File: config.mk
export PLATFORM = sky130hd
export DESIGN_NAME = smem_ctrl
export DESIGN_NICKNAME = d
export VERILOG_FILES = /design/src/hdl/smem_pkg.sv /design/src/hdl/smem_ctrl.sv
export SDC_FILE = /design/constraint.sdc
export NUM_CORES = 2
export LEC_CHECK = 0
export BUFFER_PORTS_ARGS = -buffer_cell sky130_fd_sc_hd__buf_2
export CAP_MARGIN = 20
export CORE_MARGIN = 2
export CORE_UTILIZATION = 35
export DETAILED_ROUTE_END_ITERATION = 8
export HOLD_SLACK_MARGIN = 0.1
export PLACE_DENSITY = 0.62
export RECOVER_POWER = 25
export SETUP_SLACK_MARGIN = 0.1
export SKIP_CTS_REPAIR_TIMING = 1
export SLEW_MARGIN = 20
export SYNTH_ARGS = -nofsm -noshare
export SYNTH_HDL_FRONTEND = slang
export SYNTH_SLANG_ARGS = --single-unit
export TNS_END_PERCENT = 10
File: constraint.sdc
create_clock -name clk -period 5.91 [get_ports clk]
set_input_delay 0.591 -clock clk [delete_from_list [all_inputs] [get_ports clk]]
set_output_delay 0.591 -clock clk [all_outputs]
set_load 0.01 [all_outputs]
File: src/hdl/smem_pkg.sv
// Constants shared by the static memory controller design.
package smem_pkg;
  localparam int unsigned NUM_CS = 8;
  localparam int unsigned CS_W = 3;
  localparam int unsigned ADDR_W = 26;
  localparam int unsigned LEN_W = 10;

  // Register offsets inside one chip select group, stride and span.
  localparam logic [7:0] OFS_SETUP = 8'h00;
  localparam logic [7:0] OFS_PULSE = 8'h04;
  localparam logic [7:0] OFS_CYCLE = 8'h08;
  localparam logic [7:0] OFS_MODE = 8'h0c;
  localparam logic [7:0] CS_STRIDE = 8'h10;
  localparam logic [7:0] REG_SPAN = 8'h80;
  localparam logic [7:0] OFS_STATUS = 8'h80;

  // Field positions (same layout in the setup and pulse registers).
  localparam int unsigned WR_STB_LSB = 0;
  localparam int unsigned CS_WR_LSB = 8;
  localparam int unsigned RD_STB_LSB = 16;
  localparam int unsigned CS_RD_LSB = 24;
  localparam int unsigned WR_CYC_LSB = 0;
  localparam int unsigned RD_CYC_LSB = 16;
  localparam int unsigned READ_MODE_BIT = 0;
  localparam int unsigned WRITE_MODE_BIT = 1;
  localparam int unsigned WAIT_MODE_LSB = 4;
  localparam int unsigned BAT_BIT = 8;
  localparam int unsigned DBW_LSB = 12;
  localparam int unsigned PAGE_MODE_EN_BIT = 24;
  localparam int unsigned PS_LSB = 28;
  localparam int unsigned PAGE_MIN_SHIFT = 2;
  localparam int unsigned STAT_BUSY_BIT = 0;
  localparam int unsigned STAT_SLOW_BIT = 1;
  localparam int unsigned STAT_PAGE_BIT = 2;

  localparam logic [1:0] DBW_16 = 2'h1;
  localparam logic [1:0] DBW_32 = 2'h2;

  typedef enum logic [1:0] {
    WAIT_OFF    = 2'h0,
    WAIT_RSVD   = 2'h1,
    WAIT_FROZEN = 2'h2,
    WAIT_READY  = 2'h3
  } smem_wait_e;

  // Reset values of the configuration registers.
  localparam logic [31:0] RST_SETUP = 32'h01010101;
  localparam logic [31:0] RST_PULSE = 32'h01010101;
  localparam logic [31:0] RST_CYCLE = 32'h00030003;
  localparam logic [31:0] RST_MODE = 32'h00000003;

  // Fixed waveform lengths, in clock cycles, while the slow clock is on.
  localparam logic [9:0] SLOW_RD_SETUP = 10'h001;
  localparam logic [9:0] SLOW_RD_PULSE = 10'h001;
  localparam logic [9:0] SLOW_CS_RD_SETUP = 10'h000;
  localparam logic [9:0] SLOW_CS_RD_PULSE = 10'h002;
  localparam logic [9:0] SLOW_RD_CYCLE = 10'h002;
  localparam logic [9:0] SLOW_WR_SETUP = 10'h001;
  localparam logic [9:0] SLOW_WR_PULSE = 10'h001;
  localparam logic [9:0] SLOW_CS_WR_SETUP = 10'h000;
  localparam logic [9:0] SLOW_CS_WR_PULSE = 10'h003;
  localparam logic [9:0] SLOW_WR_CYCLE = 10'h003;
endpackage

File: src/hdl/smem_ctrl.sv
// Static memory controller core with slow clock and page mode reads.
// Notes on behaviour
// - The wait input is seen only through a two flip-flop synchroniser.
// - With slow clock indicated, fixed waveforms replace programmed ones on all selects.
// - Slow reads: strobe setup 1, pulse 1, select setup 0, pulse 2, cycle 2.
// - Slow writes: strobe setup 1, pulse 1, select setup 0, pulse 3, cycle 3.
// - A transfer running when slow mode ends finishes with slow lengths.
// - Page reads happen only with page mode on; page size is 4 to 32 bytes.
// - Pages are aligned; upper address bits form the page, lower bits the offset.
// - In-page address drops bit 0 for 16-bit and bits 1:0 for 32-bit memory.
// - In page mode, outside slow clock, read strobe and select stay low together for every read.
// - First page access uses select read pulse, later ones read strobe pulse.
// - Page reads ignore read control choice, setups and total read cycle.
// - Page pulse values are applied as programmed without any coherency check.
// - Byte access type still applies during page mode reads.
// - Same select and page as before means short access, sequential or not.
// - A different page or a different select starts a long first access.
// - Any other access in between drops the select and breaks the page.
// - Each select has setup, pulse, cycle and mode words at stride 0x10.
// - A mode register write inserts one reload wait state before the next access.
// - Wait mode 00 off, 01 reserved, 10 frozen, 11 ready.
// - The synchronised wait input counts only during the controlling pulse.
//
// Chosen here: register access over Wishbone.
`timescale 1ns/1ps
`default_nettype none

module smem_ctrl (
  // Clock and reset.
  input  wire logic                        clk,
  input  wire logic                        srst,
  // Wishbone register slave.
  input  wire logic                        wb_cyc_i,
  input  wire logic                        wb_stb_i,
  input  wire logic                        wb_we_i,
  input  wire logic [7:0]                  wb_adr_i,
  input  wire logic [3:0]                  wb_sel_i,
  input  wire logic [31:0]                 wb_dat_i,
  output var  logic [31:0]                 wb_dat_o,
  output var  logic                        wb_ack_o,
  // Access requests from the system side.
  input  wire logic                        acc_req,
  input  wire logic                        acc_we,
  input  wire logic [smem_pkg::CS_W-1:0]   acc_cs,
  input  wire logic [smem_pkg::ADDR_W-1:0] acc_addr,
  input  wire logic [3:0]                  acc_be,
  input  wire logic                        other_access,
  output var  logic                        acc_done,
  // Power management indication.
  input  wire logic                        slow_clk_mode,
  // External memory pins.
  input  wire logic                        ext_wait_n,
  output var  logic [smem_pkg::NUM_CS-1:0] chip_select_n,
  output var  logic                        read_strobe_n,
  output var  logic                        write_strobe_n,
  output var  logic [3:0]                  byte_lane_n,
  output var  logic [smem_pkg::ADDR_W-1:0] mem_addr
);
  import smem_pkg::*;

  typedef enum logic [1:0] {ST_IDLE, ST_RELOAD, ST_RUN} smem_state_e;

  function automatic logic [LEN_W-1:0] setup_len(input logic [7:0] f);
    setup_len = {2'h0, f[5], 2'h0, f[4:0]};
  endfunction

  function automatic logic [LEN_W-1:0] pulse_len(input logic [7:0] f);
    pulse_len = {1'h0, f[6], 2'h0, f[5:0]};
  endfunction

  function automatic logic [LEN_W-1:0] cycle_len(input logic [8:0] f);
    cycle_len = {f[8:7], 1'h0, f[6:0]};
  endfunction

  function automatic logic [ADDR_W-1:0] page_base(input logic [ADDR_W-1:0] a,
                                                  input logic [1:0] ps);
    logic [ADDR_W-1:0] m;
    m = ~((26'h000_0001 << (PAGE_MIN_SHIFT + ps)) - 26'h000_0001);
    page_base = a & m;
  endfunction

  function automatic logic [31:0] merge_sel(input logic [31:0] old_w,
                                            input logic [31:0] new_w,
                                            input logic [3:0] sel);
    for (int i = 0; i < 4; i++)
    begin
      merge_sel[i*8 +: 8] = sel[i] ? new_w[i*8 +: 8] : old_w[i*8 +: 8];
    end
  endfunction

  logic [31:0] setup_ff [NUM_CS];
  logic [31:0] pulse_ff [NUM_CS];
  logic [31:0] cycle_ff [NUM_CS];
  logic [31:0] mode_ff [NUM_CS];

  smem_state_e       state_ff;
  logic [LEN_W-1:0]  cnt_ff;
  logic [LEN_W-1:0]  p_ss_ff, p_sp_ff, p_css_ff, p_csp_ff, p_last_ff;
  logic              p_we_ff, p_ctl_stb_ff, p_bat_ff, p_page_ff, p_slow_ff;
  logic [1:0]        p_wait_ff;
  logic [CS_W-1:0]   p_cs_ff;
  logic [3:0]        p_be_ff;
  logic              wait_s1_ff, wait_s2_ff, slow_ff, reload_pend_ff;
  logic              pg_valid_ff;
  logic [CS_W-1:0]   pg_cs_ff;
  logic [ADDR_W-1:0] pg_addr_ff;

  // Register bus decode.
  logic [CS_W-1:0] wb_cs;
  logic [7:0]      wb_loc;
  logic            wb_req, wb_fire, mode_wr_evt;
  logic [31:0]     rd_word;

  assign wb_cs = wb_adr_i[6:4];
  assign wb_loc = {4'h0, wb_adr_i[3:0]};
  assign wb_req = wb_cyc_i && wb_stb_i;
  assign wb_fire = wb_req && wb_ack_o;
  assign mode_wr_evt = wb_fire && wb_we_i && (wb_adr_i < REG_SPAN) && (wb_loc == OFS_MODE);

  always_comb
  begin
    rd_word = 32'h0000_0000;
    if (wb_adr_i == OFS_STATUS)
    begin
      rd_word[STAT_BUSY_BIT] = (state_ff != ST_IDLE);
      rd_word[STAT_SLOW_BIT] = slow_ff;
      rd_word[STAT_PAGE_BIT] = pg_valid_ff;
    end
    else if (wb_adr_i >= REG_SPAN)
      rd_word = 32'h0000_0000;
    else if (wb_loc == OFS_SETUP)
      rd_word = setup_ff[wb_cs];
    else if (wb_loc == OFS_PULSE)
      rd_word = pulse_ff[wb_cs];
    else if (wb_loc == OFS_CYCLE)
      rd_word = cycle_ff[wb_cs];
    else if (wb_loc == OFS_MODE)
      rd_word = mode_ff[wb_cs];
  end

  always_ff @(posedge clk)
  begin
    if (srst)
    begin
      wb_ack_o <= 1'b0;
      wb_dat_o <= 32'h0000_0000;
    end
    else
    begin
      wb_ack_o <= wb_req && !wb_ack_o;
      if (wb_req && !wb_ack_o)
        wb_dat_o <= rd_word;
    end
  end

  always_ff @(posedge clk)
  begin
    if (srst)
    begin
      for (int i = 0; i < NUM_CS; i++)
      begin
        setup_ff[i] <= RST_SETUP;
        pulse_ff[i] <= RST_PULSE;
        cycle_ff[i] <= RST_CYCLE;
        mode_ff[i] <= RST_MODE;
      end
    end
    else if (wb_fire && wb_we_i && (wb_adr_i < REG_SPAN))
    begin
      if (wb_loc == OFS_SETUP)
        setup_ff[wb_cs] <= merge_sel(setup_ff[wb_cs], wb_dat_i, wb_sel_i);
      else if (wb_loc == OFS_PULSE)
        pulse_ff[wb_cs] <= merge_sel(pulse_ff[wb_cs], wb_dat_i, wb_sel_i);
      else if (wb_loc == OFS_CYCLE)
        cycle_ff[wb_cs] <= merge_sel(cycle_ff[wb_cs], wb_dat_i, wb_sel_i);
      else if (wb_loc == OFS_MODE)
        mode_ff[wb_cs] <= merge_sel(mode_ff[wb_cs], wb_dat_i, wb_sel_i);
    end
  end

  // Wait pin synchroniser and slow clock tracking.
  always_ff @(posedge clk)
  begin
    if (srst)
    begin
      wait_s1_ff <= 1'b1;
      wait_s2_ff <= 1'b1;
      slow_ff <= 1'b0;
    end
    else
    begin
      wait_s1_ff <= ext_wait_n;
      wait_s2_ff <= wait_s1_ff;
      slow_ff <= slow_clk_mode;
    end
  end

  // Configuration reload is owed after a mode write or a slow mode change.
  always_ff @(posedge clk)
  begin
    if (srst)
      reload_pend_ff <= 1'b0;
    else if (mode_wr_evt || (slow_clk_mode != slow_ff))
      reload_pend_ff <= 1'b1;
    else if (state_ff == ST_RELOAD)
      reload_pend_ff <= 1'b0;
  end

  // Parameters of the requested access.
  logic [31:0]      rq_mode, rq_setup, rq_pulse, rq_cycle;
  logic             rq_page, pg_hit, need_break;
  logic [LEN_W-1:0] nxt_p_ss, nxt_p_sp, nxt_p_css, nxt_p_csp, nxt_p_cyc;
  logic [1:0]       nxt_p_wait;
  logic             nxt_p_ctl_stb;
  logic [ADDR_W-1:0] nxt_addr;

  assign rq_mode = mode_ff[acc_cs];
  assign rq_setup = setup_ff[acc_cs];
  assign rq_pulse = pulse_ff[acc_cs];
  assign rq_cycle = cycle_ff[acc_cs];
  assign rq_page = rq_mode[PAGE_MODE_EN_BIT] && !acc_we;
  assign pg_hit = rq_page && pg_valid_ff && (acc_cs == pg_cs_ff) &&
                  (page_base(acc_addr, rq_mode[PS_LSB +: 2]) ==
                   page_base(pg_addr_ff, rq_mode[PS_LSB +: 2]));
  assign need_break = pg_valid_ff && (other_access || (acc_req && !pg_hit));

  always_comb
  begin
    nxt_p_ctl_stb = acc_we ? rq_mode[WRITE_MODE_BIT] : rq_mode[READ_MODE_BIT];
    nxt_p_wait = rq_mode[WAIT_MODE_LSB +: 2];
    nxt_addr = acc_addr;
    if (slow_ff)
    begin
      nxt_p_wait = WAIT_OFF;
      nxt_p_ss = acc_we ? SLOW_WR_SETUP : SLOW_RD_SETUP;
      nxt_p_sp = acc_we ? SLOW_WR_PULSE : SLOW_RD_PULSE;
      nxt_p_css = acc_we ? SLOW_CS_WR_SETUP : SLOW_CS_RD_SETUP;
      nxt_p_csp = acc_we ? SLOW_CS_WR_PULSE : SLOW_CS_RD_PULSE;
      nxt_p_cyc = acc_we ? SLOW_WR_CYCLE : SLOW_RD_CYCLE;
    end
    else if (rq_page)
    begin
      nxt_p_wait = WAIT_OFF;
      nxt_p_ss = '0;
      nxt_p_css = '0;
      nxt_p_sp = pg_hit ? pulse_len(rq_pulse[RD_STB_LSB +: 8])
                        : pulse_len(rq_pulse[CS_RD_LSB +: 8]);
      nxt_p_csp = nxt_p_sp;
      nxt_p_cyc = nxt_p_sp;
      if (rq_mode[DBW_LSB +: 2] == DBW_16)
        nxt_addr[0] = 1'b0;
      else if (rq_mode[DBW_LSB +: 2] == DBW_32)
        nxt_addr[1:0] = 2'h0;
    end
    else
    begin
      nxt_p_ss = setup_len(rq_setup[(acc_we ? WR_STB_LSB : RD_STB_LSB) +: 8]);
      nxt_p_sp = pulse_len(rq_pulse[(acc_we ? WR_STB_LSB : RD_STB_LSB) +: 8]);
      nxt_p_css = setup_len(rq_setup[(acc_we ? CS_WR_LSB : CS_RD_LSB) +: 8]);
      nxt_p_csp = pulse_len(rq_pulse[(acc_we ? CS_WR_LSB : CS_RD_LSB) +: 8]);
      nxt_p_cyc = cycle_len(rq_cycle[(acc_we ? WR_CYC_LSB : RD_CYC_LSB) +: 9]);
    end
  end

  // Waveform position of the running access.
  logic [LEN_W:0] ctl_s, ctl_e, cs_e, stb_e, cnt_x;
  logic           ctl_pulse, hold, cs_low, stb_low, go_run, req_ok;

  assign cnt_x = {1'b0, cnt_ff};
  assign ctl_s = {1'b0, p_ctl_stb_ff ? p_ss_ff : p_css_ff};
  assign ctl_e = ctl_s + {1'b0, p_ctl_stb_ff ? p_sp_ff : p_csp_ff};
  assign cs_e = {1'b0, p_css_ff} + {1'b0, p_csp_ff};
  assign stb_e = {1'b0, p_ss_ff} + {1'b0, p_sp_ff};
  assign cs_low = (cnt_x >= {1'b0, p_css_ff}) && (cnt_x < cs_e);
  assign stb_low = (cnt_x >= {1'b0, p_ss_ff}) && (cnt_x < stb_e);
  assign ctl_pulse = (state_ff == ST_RUN) && (cnt_x >= ctl_s) && (cnt_x < ctl_e);
  assign hold = ctl_pulse && !wait_s2_ff &&
                ((p_wait_ff == WAIT_FROZEN) ||
                 ((p_wait_ff == WAIT_READY) && (cnt_x == ctl_e - 11'h001)));
  assign req_ok = acc_req && !acc_done && !need_break;
  assign go_run = (state_ff == ST_RELOAD) ||
                  ((state_ff == ST_IDLE) && req_ok && !reload_pend_ff);

  always_ff @(posedge clk)
  begin
    if (srst)
      state_ff <= ST_IDLE;
    else
      case (state_ff)
        ST_IDLE:
          if (req_ok && reload_pend_ff)
            state_ff <= ST_RELOAD;
          else if (req_ok)
            state_ff <= ST_RUN;
        ST_RELOAD:
          state_ff <= ST_RUN;
        ST_RUN:
          if (!hold && (cnt_ff == p_last_ff))
            state_ff <= ST_IDLE;
        default:
          state_ff <= ST_IDLE;
      endcase
  end

  always_ff @(posedge clk)
  begin
    if (srst)
      cnt_ff <= '0;
    else if (state_ff != ST_RUN)
      cnt_ff <= '0;
    else if (!hold)
      cnt_ff <= cnt_ff + 10'h001;
  end

  // Access parameters are latched at start and kept until the end.
  always_ff @(posedge clk)
  begin
    if (srst)
    begin
      {p_ss_ff, p_sp_ff, p_css_ff, p_csp_ff, p_last_ff} <= '0;
      {p_we_ff, p_ctl_stb_ff, p_bat_ff, p_page_ff, p_slow_ff} <= '0;
      p_wait_ff <= WAIT_OFF;
      p_cs_ff <= '0;
      p_be_ff <= '0;
      mem_addr <= '0;
    end
    else if (go_run)
    begin
      p_ss_ff <= nxt_p_ss;
      p_sp_ff <= nxt_p_sp;
      p_css_ff <= nxt_p_css;
      p_csp_ff <= nxt_p_csp;
      p_last_ff <= (nxt_p_cyc == '0) ? '0 : nxt_p_cyc - 10'h001;
      p_we_ff <= acc_we;
      p_ctl_stb_ff <= nxt_p_ctl_stb;
      p_bat_ff <= rq_mode[BAT_BIT];
      p_page_ff <= rq_page && !slow_ff;
      p_slow_ff <= slow_ff;
      p_wait_ff <= nxt_p_wait;
      p_cs_ff <= acc_cs;
      p_be_ff <= acc_be;
      mem_addr <= nxt_addr;
    end
  end

  // Last page seen; the select stays low while the page is valid.
  always_ff @(posedge clk)
  begin
    if (srst)
    begin
      pg_valid_ff <= 1'b0;
      pg_cs_ff <= '0;
      pg_addr_ff <= '0;
    end
    else if ((state_ff == ST_RUN) && !hold && (cnt_ff == p_last_ff))
    begin
      pg_valid_ff <= p_page_ff;
      pg_cs_ff <= p_cs_ff;
      pg_addr_ff <= mem_addr;
    end
    else if ((state_ff == ST_IDLE) && need_break)
      pg_valid_ff <= 1'b0;
  end

  // Pin drive.
  always_ff @(posedge clk)
  begin
    if (srst)
    begin
      chip_select_n <= '1;
      read_strobe_n <= 1'b1;
      write_strobe_n <= 1'b1;
      byte_lane_n <= 4'hf;
      acc_done <= 1'b0;
    end
    else
    begin
      chip_select_n <= '1;
      read_strobe_n <= 1'b1;
      write_strobe_n <= 1'b1;
      byte_lane_n <= 4'hf;
      acc_done <= (state_ff == ST_RUN) && !hold && (cnt_ff == p_last_ff);
      if (state_ff == ST_RUN)
      begin
        chip_select_n[p_cs_ff] <= !cs_low;
        if (!p_we_ff)
          read_strobe_n <= !stb_low;
        else if (!p_bat_ff)
          write_strobe_n <= !stb_low;
        if (!p_bat_ff && cs_low)
          byte_lane_n <= ~p_be_ff;
        else if (p_bat_ff && p_we_ff && stb_low)
          byte_lane_n <= ~p_be_ff;
      end
      else if (pg_valid_ff && !need_break)
        chip_select_n[pg_cs_ff] <= 1'b0;
    end
  end
endmodule

`default_nettype wire

==> results.py <==
metrics = {
    "outcome": {
        "outcome": "complete, but fails checks",
        "violations": "capacitance limit, slew limit",
    },
    "worst_setup_path": {
        "cp-start-kind": "input pin",
        "slowest_delay_ps": 1680,
        "end_kind": "flop",
        "critPathMaxFanout": 36,
        "cp_top_family": "buffers and inverters",
        "r2r_cells": 15,
        "cp_slowest_cell": "clkbuf_1",
        "crit_required_ps": 6360,
        "critical_path.cell_chain": "clkbuf_1, clkinv_2, nand2_1, buf_4",
        "rrSetupSlack_ps": 890,
        "path_class": "input pin to flop",
        "r2r_end": "pg_addr_ff[17]",
        "arrival_ps": 5720,
        "r2r-start": "p_ctl_stb_ff",
        "cp_num_buf_inv": 3,
    },
    "timing": {
        "slew_violations": 762,
        "tightest_slew_ps": 2430,
        "clock.fmax_ghz": 0.190,
        "finalSetupViolCount": 0,
        "finClkSkew_ps": 74.0,
        "finalCritPeriodShare": 0.891,
        "relSlewSlack": -0.622,
        "rsz0062_at_grt": "no",
        "hold_violations": 0,
        "period_minus_slack_ps": 5270,
        "finalSetupTns_ps": 0,
    },
    "floorplan": {
        "die_h_microns": 406,
        "initial_core_util": 0.352,
        "fp-row-count": 147,
        "chipWidth_microns": 406,
        "fp.dieArea_sq_um": 165000,
        "io_pins": 161,
        "coreArea_sq_um": 160000,
    },
    "route": {
        "drt-initial-drc-count": 7021,
        "firstDrtPassIters": 8,
        "wl_per_cell_microns": 30.4,
        "routed_wl_microns": 216000,
        "viasPerCell": 6.18,
        "drc_errors": 0,
        "drtAntennaViolNets": 0,
        "vias": 43907,
    },
    "cells_and_area": {
        "nets": 4975,
        "area_delta_synth_final_pct": 12.6,
        "finish.instance_area_sq_um": 63600,
        "drive_gt1_frac": 0.124,
    },
    "logic_synthesis": {
        "syn_inst": 4794,
        "synthMuxAreaShare": 0.0872,
        "synth-edff-count": 1024,
        "synth_compound_area_frac": 0.120,
        "ys_warn_count": 0,
        "synth.distinct_cells": 86,
        "synth_top_area_share": 0.544,
        "yosys.area.top_type": "edfxtp_1",
        "syn_nets": 4943,
        "ys_ff_latch": 1191,
        "seq_area_frac_synth": 0.604,
        "synth_simple_gate_area_frac": 0.134,
        "synth_top_family_by_area": "simple AND/OR/NAND/NOR gates",
        "synth-xor-area-share": 0.0105,
        "synth.area.top_cells": "edfxtp_1 54%, nor2_1 7.5%, mux4_2 7.0%, a22oi_1 6.0%, dfxtp_1 5.9%",
        "avgSynthCellArea_sq_um": 11.8,
        "ys.flop_type": "edfxtp_1",
        "synth_fa_ha_area_frac": 0.0141,
        "async_flop_share": 0,
        "syn_area_sq_um": 56500,
    },
    "worst_hold_path": {
        "min_from": "acc_addr[25]",
        "hold_depth": 3,
        "whs_endpoint": "mem_addr[25]",
        "hp-class": "input pin to flop",
    },
    "placement": {
        "hpwl_microns": 133000,
        "portBuffers": 160,
        "place_congestion": 0.957,
        "placed_area_sq_um": 59600,
    },
    "pwr": {
        "leakagePower_nw": 21.3,
        "powerDensity_nw_per_um2": 311,
        "ir_drop_v": 0.000260,
    },
    "grt": {
        "grt_pass1_vias": 42460,
        "track_usage": 0.256,
        "antenna_found_initial": 17,
        "overflow": 0,
        "grt_max_degree": 99,
        "grt_pass1_wl_microns": 305000,
    },
    "cts": {
        "ctsRootBufferMaster": "clkbuf_16",
        "h-tree-depth": 3,
        "numCtsBuffers": 120,
        "cts_num_sinks": 1191,
        "clkLatencyLatePin_ps": 800,
        "cts.reportedPaths.clkPinSlew_ps": 60,
        "cts_tree": "built",
        "clockBufferDepth": 3,
    },
    "job": {
        "maxCapViolCount": 24,
    },
}
-- metrics by stage --
stage | power (mW) | cells | utilization | hold slack [ps] | worst slack (ps)
CTS | 19.7 | 7079 | 0.397 | 12.0 | 952
detailed placement | 12.0 | 6854 | 0.372 | 367 | 968
finish | 19.8 | 7101 | 0.397 | 113 | 643
global route | 20.2 | 7092 | 0.397 | 110 | 569
global placement | 12.0 | 6852 | 0.371 | 367 | 1070
floorplan | 11.1 | 4794 | - | 358 | 1590
-- layout make-up --
type / count / area [sq um]
clock inverter: 76 / 807
inverter: 42 / 159
tap: 2160 / 2700
clock buffer: 149 / 3200
fill: 15440 / 96800
multi-input combinational: 3194 / 20900
timing repair buffer: 277 / 1740
sequential: 1191 / 34100
antenna: 12 / 30.0
-- kinds of logic after synthesis --
family,Yosys count
buffers and inverters,409
multiplexers,269
adder cells (fa/ha/maj),62
AO/OA/AOI/OAI,1010
AND/OR/NAND/NOR,1788
XOR/XNOR,65
flip-flops,1191
-- worst min-delay path, stage by stage --
cell,delay (ps)
buf_2,120
nand2_1,60
a21oi_1,50
-- placed cells by master (no fill, tap or decap), types with 10 or more instances in the layout --
| master | instances |
|---|---|
| mux2i_1 | 71 |
| inv_1 | 40 |
| o21ai_1 | 100 |
| nor2b_1 | 11 |
| buf_12 | 14 |
| mux4_2 | 176 |
| nor2_1 | 1131 |
| nand2b_1 | 43 |
| xor2_1 | 21 |
| xnor2_1 | 42 |
| a22oi_1 | 455 |
| or4_1 | 35 |
| a211oi_1 | 12 |
| o211ai_1 | 10 |
| clkbuf_1 | 121 |
| bufinv_16 | 13 |
| nand2_1 | 296 |
| mux2_2 | 21 |
| nor4_1 | 12 |
| a21o_1 | 20 |
| clkbuf_16 | 121 |
| buf_4 | 71 |
| nand2_2 | 15 |
| nand4_1 | 110 |
| a21oi_1 | 150 |
| clkinv_1 | 32 |
| buf_2 | 83 |
| clkinv_2 | 21 |
| edfxtp_1 | 1024 |
| nand2_4 | 11 |
| o21ai_0 | 52 |
| dfxtp_1 | 167 |
| ha_1 | 59 |
| o22ai_1 | 129 |
| diode_2 | 12 |
| nand3_1 | 36 |
| nor3_1 | 23 |
-- worst max-delay path by stage --
| stage | endpoint | cells after the start | slack [ps] | from |
|---|---|---|---|---|
| after floorplan | pg_addr_ff[10] | 17 | 1590 | p_ctl_stb_ff |
| after global placement | pg_addr_ff[25] | 15 | 1070 | p_ctl_stb_ff |
| after detailed placement | pg_addr_ff[7] | 15 | 970 | p_ctl_stb_ff |
| after CTS | pg_addr_ff[7] | 15 | 950 | p_ctl_stb_ff |
| after global routing | pg_addr_ff[23] | 15 | 570 | p_ctl_stb_ff |
| final | mode_ff[3][9] | 4 | 640 | srst |
-- where the power goes --
part	switching, mW	total, mW	leakage (nW)	internal (mW)
registers	0.167	9.55	11.6	9.38
clock network	3.46	7.88	1.95	4.42
logic	1.68	2.37	7.75	0.685
total	5.31	19.8	21.3	14.5
-- state kept, by name (all words and copies together) (netlist names), 7 cells and up --
signal	flops
chip_select_n	8
cnt_ff	10
cycle_ff	256
mem_addr	26
mode_ff	256
p_csp_ff	7
p_last_ff	10
p_sp_ff	7
pg_addr_ff	24
pulse_ff	256
setup_ff	256
wb_dat_o	32
-- synth_stat cells, types with 41 or more instances --
master	instances
o21ai_1	98
nand2b_1	43
edfxtp_1	1024
a22oi_1	455
ha_1	59
mux2i_1	71
clkbuf_1	279
xnor2_1	42
nor2_1	1134
inv_1	41
mux4_2	176
nand4_1	110
a21oi_1	150
o21ai_0	54
dfxtp_1	167
o22ai_1	129
nand2_1	322
buf_1	42
-- routing by layer --
| metal | track usage | share of wire |
|---|---|---|
| met5 | 0 | 0.00077 |
| met4 | 0.143 | 0.058 |
| met3 | 0.0949 | 0.15 |
| met2 | 0.372 | 0.43 |
| met1 | 0.329 | 0.37 |
(Power assumes the default switching activity.)
